**src/hw/mfg_defines.svh**
```systemverilog
// Purpose: constants for the multifunction pin trigger block
// Assumes: APB register map, 32-bit data
// Notes: byte offsets
`ifndef MFG_DEFINES_SVH
`define MFG_DEFINES_SVH
`define MFG_OFF_CFG 12'h000
`define MFG_OFF_SWCMD 12'h004
`define MFG_OFF_STATUS 12'h008
`define MFG_OFF_ACTION 12'h00c
`define MFG_OFF_NVM 12'h010
`define MFG_CFG_RESET 22'h00_0000
`define MFG_FN_NONE 4'h0
`define MFG_FN_FAULT 4'h2
`define MFG_FN_CURRENT_OUTPUT 4'h3
`define MFG_FN_VOLTAGE_OUTPUT 4'h4
`define MFG_FN_PROTECT 4'h5
`define MFG_FN_CLEAR 4'h7
`define MFG_FN_SYNC 4'h8
`define MFG_FN_RESET 4'hb
`endif

```
**src/hw/mfg_pkg.sv**
```systemverilog
// Purpose: types for the multifunction pin trigger block
// Assumes: nothing
// Notes: config layout mirrors the cfg register
package mfg_pkg;
  typedef struct packed {
    logic [3:0] voltage_output_pdn_sel;
    logic [3:0] sync_update;
    logic [3:0] out_fn;
    logic [3:0] in_fn;
    logic [3:0] trigger_channel_select;
    logic pin_output_enable;
    logic pin_input_enable;
  } mfg_cfg_t;
  typedef struct packed {
    logic fault_dump;
    logic protect;
    logic output_clear_action;
    logic synchronous_load_action;
    logic dev_reset;
    logic [3:0] current_output_pd;
    logic [3:0] current_output_pu;
    logic [3:0] voltage_output_pd;
    logic [3:0] voltage_output_pu;
  } mfg_act_t;
  typedef enum {MFG_BOOT, MFG_LEVEL, MFG_RUN} mfg_phase_t;
endpackage

```
**src/hw/mfg_sync.sv**
```systemverilog
// Purpose: two-stage pin synchroniser with edge pulses
// Assumes: pin is asynchronous to CLK
// Notes: first stage read only by second
`timescale 1ns/1ps
`default_nettype none
module mfg_sync (
  input wire logic clk,
  input wire logic rst,
  input wire logic pin,
  output logic level,
  output logic rise,
  output logic fall
);
  typedef struct packed {
    logic s1;
    logic s2;
    logic s3;
  } mfg_sync_st_t;
  mfg_sync_st_t st, next_st;
  always_comb begin
    next_st.s1 = pin;
    next_st.s2 = st.s1;
    next_st.s3 = st.s2;
  end
  always_ff @(posedge clk or posedge rst) begin
    if (rst) begin
      st <= 3'b111;
    end else begin
      st <= next_st;
    end
  end
  assign level = st.s2;
  assign rise = st.s2 & ~st.s3;
  assign fall = ~st.s2 & st.s3;
endmodule
`default_nettype wire

```
**src/hw/mfg_top.sv**
```systemverilog
// Purpose: multifunction pin logic of a quad DAC, APB registers
// Assumes: 250 MHz CLK, SYS_RST async active high
// Notes: actions leave as one-cycle pulses
// What this block does
// - input enable routes pin into decoder
// - output enable drives selected status out, only while input enable is off
// - channel functions follow channel select field
// - after boot, act on defined edges only
// - sample pin level once after power-up
// - reset function code selects no operation
// - software bit ignored while pin mapped to that same function
// - pin triggers obey software preconditions
// - reset mapping survives only when nonvolatile
// - settings load from nonvolatile store
// - codes 2,5: falling fault dump, protect
// - codes 3,4: falling down, rising up
// - code 7: falling edge clears all
// - output pin shows selected status
// - sync load needs sync enable, and select when triggered by the pin
//
// The APB interface to the registers and the register addresses were decided locally.
`include "mfg_defines.svh"
`timescale 1ns/1ps
`default_nettype none
module mfg_top (
  input wire logic CLK,
  input wire logic SYS_RST,
  input wire logic PSEL,
  input wire logic PENABLE,
  input wire logic PWRITE,
  input wire logic [11:0] PADDR,
  input wire logic [31:0] PWDATA,
  output logic [31:0] PRDATA,
  output logic PREADY,
  output logic PSLVERR,
  input wire logic PIN_IN,
  output logic PIN_OUT,
  output logic PIN_OE,
  input wire logic NVM_VALID,
  input wire logic [23:0] NVM_CFG,
  input wire logic [10:0] STATUS_IN,
  input wire logic [3:0] CH_PRECOND,
  output logic FAULT_DUMP,
  output logic PROTECT,
  output logic CLEAR,
  output logic SYNC_LOAD,
  output logic DEV_RESET,
  output logic [3:0] CURRENT_OUTPUT_PD,
  output logic [3:0] CURRENT_OUTPUT_PU,
  output logic [3:0] VOLTAGE_OUTPUT_PD,
  output logic [3:0] VOLTAGE_OUTPUT_PU,
  output logic [3:0] VOLTAGE_OUTPUT_PD_SEL
);
  // ----------------------------------------
  // state
  // ----------------------------------------
  typedef struct packed {
    mfg_pkg::mfg_cfg_t cfg;
    logic cfg_nvm;
    mfg_pkg::mfg_phase_t phase;
    logic boot_wait;
    mfg_pkg::mfg_act_t act;
    logic pin_out;
    logic pin_oe;
    logic [31:0] prdata;
  } mfg_st_t;
  mfg_st_t st, next_st;
  logic lvl, rise, fall;
  mfg_sync u_sync (
    .clk(CLK),
    .rst(SYS_RST),
    .pin(PIN_IN),
    .level(lvl),
    .rise(rise),
    .fall(fall)
  );

  // ----------------------------------------
  // helpers
  // ----------------------------------------
  function automatic logic fn_known(input logic [3:0] fn);
    case (fn)
      `MFG_FN_FAULT, `MFG_FN_CURRENT_OUTPUT, `MFG_FN_VOLTAGE_OUTPUT, `MFG_FN_PROTECT,
      `MFG_FN_CLEAR, `MFG_FN_SYNC, `MFG_FN_RESET: fn_known = 1'b1;
      default: fn_known = 1'b0;
    endcase
  endfunction
  // status code to bit of STATUS_IN
  function automatic logic status_sel(input logic [3:0] fn, input logic [10:0] s);
    case (fn)
      4'h1: status_sel = s[0];
      4'h4: status_sel = s[3];
      4'h5: status_sel = s[4];
      4'h6: status_sel = s[5];
      4'h7: status_sel = s[6];
      4'h8: status_sel = s[7];
      4'h9: status_sel = s[8];
      4'ha: status_sel = s[9];
      4'hb: status_sel = s[10];
      default: status_sel = 1'b0;
    endcase
  endfunction

  // channel mask when the edge or level hits
  function automatic logic [3:0] chan_mask(input logic hit, input logic [3:0] ch);
    chan_mask = hit ? ch : 4'h0;
  endfunction

  logic setup, acc, wr, rd;
  logic mapped;
  logic [3:0] sel_ch;
  assign setup = PSEL & ~PENABLE;
  assign acc = PSEL & PENABLE;
  assign wr = acc & PWRITE;
  assign rd = setup & ~PWRITE;
  assign mapped = st.cfg.pin_input_enable & fn_known(st.cfg.in_fn);
  assign sel_ch = st.cfg.trigger_channel_select & CH_PRECOND;

  // ----------------------------------------
  // next state
  // ----------------------------------------
  always_comb begin
    logic ef, er, lv_lo, lv_hi;
    logic [3:0] fn;
    mfg_pkg::mfg_act_t a;
    next_st = st;
    a = '0;
    fn = st.cfg.in_fn;
    ef = 1'b0;
    er = 1'b0;
    lv_lo = 1'b0;
    lv_hi = 1'b0;

    // ----------------------------------------
    // boot phases
    // ----------------------------------------
    // first cycle takes nvm, second lets the synchroniser
    // fill with the real pin, then one level sample
    case (st.phase)
      mfg_pkg::MFG_BOOT: begin
        if (!st.boot_wait) begin
          if (NVM_VALID) begin
            next_st.cfg = mfg_pkg::mfg_cfg_t'(NVM_CFG[21:0]);
            next_st.cfg_nvm = 1'b1;
          end
          next_st.boot_wait = 1'b1;
        end else begin
          next_st.phase = mfg_pkg::MFG_LEVEL;
        end
      end
      mfg_pkg::MFG_LEVEL: begin
        lv_lo = ~lvl;
        lv_hi = lvl;
        next_st.phase = mfg_pkg::MFG_RUN;
      end
      mfg_pkg::MFG_RUN: begin
        ef = fall;
        er = rise;
      end
      default: begin
        next_st.phase = mfg_pkg::MFG_BOOT;
      end
    endcase

    // ----------------------------------------
    // pin gate
    // ----------------------------------------
    if (!st.cfg.pin_input_enable) begin
      ef = 1'b0;
      er = 1'b0;
      lv_lo = 1'b0;
      lv_hi = 1'b0;
    end

    // ----------------------------------------
    // pin function decode
    // ----------------------------------------
    case (fn)
      `MFG_FN_FAULT: begin
        a.fault_dump = ef | lv_lo;
      end
      `MFG_FN_PROTECT: begin
        a.protect = ef | lv_lo;
      end
      `MFG_FN_CURRENT_OUTPUT: begin
        a.current_output_pd = chan_mask(ef | lv_lo, sel_ch);
        a.current_output_pu = chan_mask(er | lv_hi, sel_ch);
      end
      `MFG_FN_VOLTAGE_OUTPUT: begin
        a.voltage_output_pd = chan_mask(ef | lv_lo, sel_ch);
        a.voltage_output_pu = chan_mask(er | lv_hi, sel_ch);
      end
      `MFG_FN_CLEAR: begin
        a.output_clear_action = ef | lv_lo;
      end
      `MFG_FN_SYNC: begin
        a.synchronous_load_action = (ef | lv_lo) & |(sel_ch & st.cfg.sync_update);
      end
      `MFG_FN_RESET: begin
        a.dev_reset = er & st.cfg_nvm;
      end
      default: begin
        a = '0;
      end
    endcase

    // ----------------------------------------
    // software triggers
    // ----------------------------------------
    // dropped while the pin owns that function
    if (wr && PADDR == `MFG_OFF_SWCMD) begin
      if (!(mapped && fn == `MFG_FN_FAULT)) begin
        a.fault_dump |= PWDATA[0];
      end
      if (!(mapped && fn == `MFG_FN_PROTECT)) begin
        a.protect |= PWDATA[1];
      end
      if (!(mapped && fn == `MFG_FN_CLEAR)) begin
        a.output_clear_action |= PWDATA[2];
      end
      if (!(mapped && fn == `MFG_FN_SYNC)) begin
        a.synchronous_load_action |= PWDATA[3] & |(CH_PRECOND & st.cfg.sync_update);
      end
    end
    next_st.act = a;

    // ----------------------------------------
    // register writes
    // ----------------------------------------
    if (wr && PADDR == `MFG_OFF_CFG) begin
      next_st.cfg = mfg_pkg::mfg_cfg_t'(PWDATA[21:0]);
      next_st.cfg_nvm = 1'b0;
    end

    // ----------------------------------------
    // output pin
    // ----------------------------------------
    next_st.pin_oe = st.cfg.pin_output_enable & ~st.cfg.pin_input_enable;
    next_st.pin_out = status_sel(st.cfg.out_fn, STATUS_IN);

    // ----------------------------------------
    // read data, captured at setup
    // ----------------------------------------
    if (rd) begin
      case (PADDR)
        `MFG_OFF_CFG: begin
          next_st.prdata = {10'h000, st.cfg};
        end
        `MFG_OFF_STATUS: begin
          next_st.prdata = {28'h0000000, st.phase == mfg_pkg::MFG_RUN,
            st.cfg_nvm, mapped, lvl};
        end
        `MFG_OFF_ACTION: begin
          next_st.prdata = {11'h000, STATUS_IN[9:0], 11'h000};
        end
        `MFG_OFF_NVM: begin
          next_st.prdata = {8'h00, NVM_CFG};
        end
        default: begin
          next_st.prdata = 32'h0000_0000;
        end
      endcase
    end
  end

  // ----------------------------------------
  // registers
  // ----------------------------------------
  always_ff @(posedge CLK or posedge SYS_RST) begin
    if (SYS_RST) begin
      st.cfg <= mfg_pkg::mfg_cfg_t'(`MFG_CFG_RESET);
      st.cfg_nvm <= 1'b0;
      st.phase <= mfg_pkg::MFG_BOOT;
      st.boot_wait <= 1'b0;
      st.act <= '0;
      st.pin_out <= 1'b0;
      st.pin_oe <= 1'b0;
      st.prdata <= 32'h0000_0000;
    end else begin
      st <= next_st;
    end
  end

  // ----------------------------------------
  // outputs
  // ----------------------------------------
  assign PRDATA = st.prdata;
  assign PREADY = 1'b1;
  assign PSLVERR = acc & (PADDR[11:5] != 7'h00 || PADDR[1:0] != 2'b00);
  assign PIN_OUT = st.pin_out;
  assign PIN_OE = st.pin_oe;
  assign FAULT_DUMP = st.act.fault_dump;
  assign PROTECT = st.act.protect;
  assign CLEAR = st.act.output_clear_action;
  assign SYNC_LOAD = st.act.synchronous_load_action;
  assign DEV_RESET = st.act.dev_reset;
  assign CURRENT_OUTPUT_PD = st.act.current_output_pd;
  assign CURRENT_OUTPUT_PU = st.act.current_output_pu;
  assign VOLTAGE_OUTPUT_PD = st.act.voltage_output_pd;
  assign VOLTAGE_OUTPUT_PU = st.act.voltage_output_pu;
  assign VOLTAGE_OUTPUT_PD_SEL = st.cfg.voltage_output_pdn_sel;
endmodule
`default_nettype wire

```
**config.mk**
```make
export PLATFORM = sky130hd
export DESIGN_NAME = mfg_top
export DESIGN_NICKNAME = d
export VERILOG_FILES = /design/src/hw/mfg_pkg.sv /design/src/hw/mfg_sync.sv /design/src/hw/mfg_top.sv
export VERILOG_INCLUDE_DIRS = /design/src /design/src/hw
export SDC_FILE = /design/constraint.sdc
export NUM_CORES = 1
export LEC_CHECK = 0
export ABC_AREA = 1
export CAP_MARGIN = 20
export CELL_PAD_IN_SITES_DETAIL_PLACEMENT = 2
export CELL_PAD_IN_SITES_GLOBAL_PLACEMENT = 2
export CORE_ASPECT_RATIO = 1.1
export CORE_MARGIN = 3
export CORE_UTILIZATION = 34
export CTS_CLUSTER_SIZE = 25
export DETAILED_ROUTE_END_ITERATION = 7
export DONT_BUFFER_PORTS = 1
export PLACE_DENSITY_LB_ADDON = 0.1
export SYNTH_ARGS = -nofsm -noshare
export SYNTH_HDL_FRONTEND = slang
export SYNTH_HIERARCHICAL = 1
export SYNTH_SLANG_ARGS = --single-unit
```
**constraint.sdc**
```tcl
create_clock -name CLK -period 2.6 [get_ports CLK]
set_input_delay 0.26 -clock CLK [delete_from_list [all_inputs] [get_ports CLK]]
set_output_delay 0.26 -clock CLK [all_outputs]
set_load 0.05 [all_outputs]
```
**Yosys cells after proc, flatten, opt, wreduce, memory -nomap -nowiden**

Index checks and enable logic that the tools add are counted.

- Bitwise logic cells: 27
- Eq/ne operators: 25
- Reduce and logical (&&, ||, !) cells: 18
- Muxes and demuxes: 31

Operators with widths:

| kind | count |
|---|---|
| 24-bit case mux with 4 select lines | 1 |
| 32-bit case mux with 3 select lines | 1 |
| 23-bit two-way mux | 4 |
| 32-bit by 1-bit == test with 1-bit output (second input constant) | 1 |
| 32-bit by 2-bit == test with 1-bit output (second input constant) | 1 |
| 32-bit by 3-bit == test with 1-bit output (second input constant) | 1 |
| 32-bit zero test | 1 |
| 32-bit two-way mux | 1 |
| 4-bit by 3-bit == test with 1-bit output (second input constant) | 7 |
| 12-bit by 4-bit == test with 1-bit output (second input constant) | 2 |
| 4-bit == test (second input constant) | 6 |
| 1-bit two-way mux | 18 |
| 8-bit two-way mux | 2 |
| 1-bit AND | 12 |
| 4-bit AND | 3 |
| 12-bit by 3-bit == test with 1-bit output (second input constant) | 1 |
| 12-bit by 5-bit == test with 1-bit output (second input constant) | 1 |
| 12-bit zero test | 1 |
| 4-bit two-way mux | 3 |
| 1-bit case mux with 9 select lines | 1 |
| 4-bit by 2-bit == test with 1-bit output (second input constant) | 2 |
| 4-bit OR reduction | 2 |
| 7-bit nonzero test | 1 |
| 7-bit OR reduction | 1 |
| 10 further kinds | 27 |

- Input port bits: 90
- Word-level logic and storage cells: 126
- Register bits after elaboration: 114

**Longest topological paths before layout**

- Word-level depth: 10
- Gate-level depth with buffers: 9

**Hierarchy**

The synthesis kept the hierarchy.

Modules (own cells, without submodules):

| module | area an instance (um2) | cells each | instances |
|---|---|---|---|
| mfg_top | 4181.5 | 558 | 1 |
| mfg_sync | 97.6 | 8 | 1 |

**Least setup slack after synthesis**

OpenSTA, ideal clock, no wires.

- Path kind: input to output
- Start point: input port PADDR[9]
- End point: output port PSLVERR
- Stages: 4
- Data required time: 2.340 ns
- Setup slack: 1.074 ns
- Data arrival time: 1.266 ns
- Cells stage by stage: nor2_1 nand2_1 nor2_1 a21oi_1

- Longest elaborated chain between the ends: 3

RTL lines:

| element | line | source |
|---|---|---|
| from (decl) | mfg_top.sv:31 | `input wire logic [11:0] PADDR,` |
| 7-bit nonzero test | mfg_top.sv:289 | `assign PSLVERR = acc & (PADDR[11:5] != 7'h00 \|\| PADDR[1:0] != 2'b00);` |
| 1-bit logical OR | mfg_top.sv:289 |  |
| 1-bit AND | mfg_top.sv:289 |  |
| to (decl) | mfg_top.sv:35 | `output logic PSLVERR,` |

Every way passes these cells.

==> impl_metrics.env <==
export IMPL_synth_top_area_share_pct=42.7
export IMPL_routed_via_density=5.33
export IMPL_fin_skew_ns=0.00399
export IMPL_grt_start_max_net_pins=46
export IMPL_gp_congestion=0.805
export IMPL_syn_inst=566
export IMPL_stdcell_area_um2=4470
export IMPL_drtPass1Iterations=4
export IMPL_rr_worst_depth=4
export IMPL_core_um2=12200
export IMPL_ys_top_cells_by_count="nand2_1 (160), nand3_1 (123), dfrtp_1 (73), buf_4 (56), nor2_1 (45)"
export IMPL_tns_ns=0
export IMPL_synth_area_leader_cell="dfrtp_1"
export IMPL_syn_area_um2=4280
export IMPL_antenna_found_initial=0
export IMPL_worst_pin_slew_ns=0.658
export IMPL_async_reset_ff_share_pct=100
export IMPL_rsz0062_at_grt="false"
export IMPL_synth_seq_cells=76
export IMPL_placed_cell_area_um2=4080
export IMPL_syn2layout_area_growth_pct=4.42
export IMPL_final_max_slew_viol_count=0
export IMPL_dp_hpwl_um=10800
export IMPL_grt_overflow=0
export IMPL_timing_fmax_mhz=559
export IMPL_outcome="finished, final reports clean"
export IMPL_cts_sinks=76
export IMPL_clock_root_buffer="clkbuf_16"
export IMPL_fin_cells=683
export IMPL_insertion_delay_ns=0.34
export IMPL_detail_route_antenna_nets=0
export IMPL_cts_tree="built"
export IMPL_die_height_um=124
export IMPL_fin_crit_sh_pct=68.8
export IMPL_routed_wl_um=14400
export IMPL_drive_gt1_share_pct=8.32
export IMPL_synth_avg_cell_area_um2=7.56
export IMPL_ys_warn_count=6
export IMPL_n_antenna_cell=0
export IMPL_pin_count=151
export IMPL_drt_iter0_drc=191
export IMPL_drv_cap=0
export IMPL_setup_violations=0
export IMPL_cp_data_required_time_ns=2.85
export IMPL_cp_max_fo=12
export IMPL_arrival_ns=2.04
export IMPL_initial_core_util_pct=35.1
export IMPL_hold_violations=0
export IMPL_synth_edf_count=0
export IMPL_yosysUniqueCellTypes=29
export IMPL_drc=0
export IMPL_power_leakage_nw=2.25
export IMPL_grt_first_pass_wirelength_um=22400
export IMPL_row_count=42
export IMPL_finalNetCount=617
export IMPL_worstHoldPathCells=2
export IMPL_dp_cells=665
export IMPL_dieArea_um2=14000
export IMPL_path_clk_slew_ns=0.06
export IMPL_synthMostInstantiatedCell="nand2_1"
export IMPL_wire_per_inst_um=21.1
export IMPL_die_width_um=113
export IMPL_htree_num_levels=3
export IMPL_synth_seq_area_share_pct=44.5
export IMPL_cts_resized_gates=0
export IMPL_worst_setup_path_type="reg -> reg"
export IMPL_layout_filler_cells=1423
export IMPL_fin_crit_ns=1.79
export IMPL_ir_drop_mv=0.319
export IMPL_synth_area_leaders="dfrtp_1 (43%), nand3_1 (14%), nand2_1 (14%)"
export IMPL_max_clock_path_buffers=2
export IMPL_grt_use_total_pct=20.9
export IMPL_setup_worst_path_start_class="flip-flop"
export IMPL_ys_flop_type="dfrtp_1"
export IMPL_vias=3638
export IMPL_worstSetupEndpointType="flip-flop"
export IMPL_hold_path_class="in -> reg"
export IMPL_power_density_nw_per_um2=663
export IMPL_cts_buffers=9
export IMPL_port_buffers=0
export IMPL_relSlewSlack_pct=55.9
export IMPL_grt_pass1_vias=3986
worst paths after layout:
path / slack, ns / start / to
min: 0.05 / PWDATA[14] / st[103]$_DFFE_PP0P_
max in group asynchronous: 1.53 / SYS_RST / PRDATA[14]$_DFFE_PP0P_
min reg2reg: 0.36 / u_sync/next_st[1]$_DFF_PP1_ / u_sync/level$_DFF_PP1_
max: 0.81 / st[89]$_DFFE_PP0P_ / CURRENT_OUTPUT_PD[2]$_DFF_PP0_
max reg2reg: 0.81 / st[89]$_DFFE_PP0P_ / CURRENT_OUTPUT_PD[2]$_DFF_PP0_
min in group asynchronous: 0.43 / SYS_RST / PIN_OE$_DFF_PP0_
flip-flops by register name (all words and copies together), names as in the netlist, 4 cells and up:
signal / cells
PRDATA: 24
VOLTAGE_OUTPUT_PU: 4
CURRENT_OUTPUT_PD: 4
VOLTAGE_OUTPUT_PD: 4
VOLTAGE_OUTPUT_PD_SEL: 4
CURRENT_OUTPUT_PU: 4
st: 22
cell families after synthesis:
family / Yosys count / share of synthesized area, %
compound gates: 20 / 2.95
simple gates: 348 / 35.8
other cells: 2 / 0.176
flops: 76 / 44.5
fa+ha+maj: 3 / 0.877
buf+inv: 117 / 15.7
metal layers:
layer  track usage [%]  vias to the layer above  wire, um
met4              5.79                        0       178
li1                  -                     1670         -
met3              4.71                       17       875
met2              38.1                      108      7550
met5                 0                        -         0
met1              24.9                     1843      5840
area by class of cell:
| cell class | instances | area [um^2] | share of cell area (%) |
|---|---|---|---|
| Clock buffer | 9 | 225 | 5.04 |
| Clock inverter | 7 | 139 | 3.11 |
| Inverter | 45 | 170 | 3.81 |
| Multi-Input combinational cell | 380 | 1730 | 38.7 |
| Sequential cell | 76 | 1910 | 42.6 |
| Tap cell | 154 | 193 | 4.31 |
| Timing Repair Buffer | 12 | 108 | 2.41 |
placed cells by master (no fill, tap or decap):
| cell | instances |
|---|---|
| nand3_1 | 123 |
| o31ai_2 | 1 |
| dlygate4sd3_1 | 2 |
| a21oi_1 | 1 |
| o22ai_1 | 8 |
| clkinv_2 | 3 |
| clkinv_4 | 1 |
| nand2_2 | 1 |
| nand2_1 | 160 |
| nor3_1 | 2 |
| buf_12 | 1 |
| o21a_1 | 1 |
| conb_1 | 9 |
| bufinv_16 | 4 |
| o2111ai_1 | 1 |
| nor2_1 | 45 |
| nand3_2 | 1 |
| dfrtp_1 | 73 |
| inv_1 | 42 |
| ha_1 | 3 |
| nand3b_1 | 1 |
| nor3_2 | 2 |
| nor2_2 | 5 |
| clkbuf_16 | 9 |
| buf_4 | 9 |
| o21ai_0 | 7 |
| nor2_4 | 2 |
| dfstp_2 | 3 |
| a21o_1 | 1 |
| and2_1 | 1 |
| nand4_1 | 5 |
| inv_2 | 2 |
critical path: stages (launching register included):
cell,delay (ns)
dfrtp_1,0.60
inv_1,0.10
o31ai_2,0.62
nand3_1,0.19
nor2_1,0.19
metrics by stage:
| step | utilization [%] | setup WS [ns] | power, mW | hold WS [ns] |
|---|---|---|---|---|
| finish | 36.6 | 0.811 | 2.96 | 0.0538 |
| global route | 36.6 | 0.610 | 3.06 | 0.0589 |
| CTS | 36.6 | 0.750 | 3.00 | 0.0463 |
| detailed placement | 33.5 | 0.748 | 1.45 | 0.195 |
| global placement | 33.5 | 0.791 | 1.44 | 0.184 |
| floorplan | - | 0.487 | 1.41 | 0.193 |
report_power, final:
group | internal (mW) | total [mW] | switching (mW)
sequential | 1.21 | 1.26 | 0.0530
combinational | 0.0394 | 0.164 | 0.124
clock | 1.03 | 1.54 | 0.505
timing repair:
action                                 CTS  global route
buffers inserted                         0             0
endpoints found under the hold margin   32             0
hold buffers                             2             0
Power figures use the tool's default switching activity.
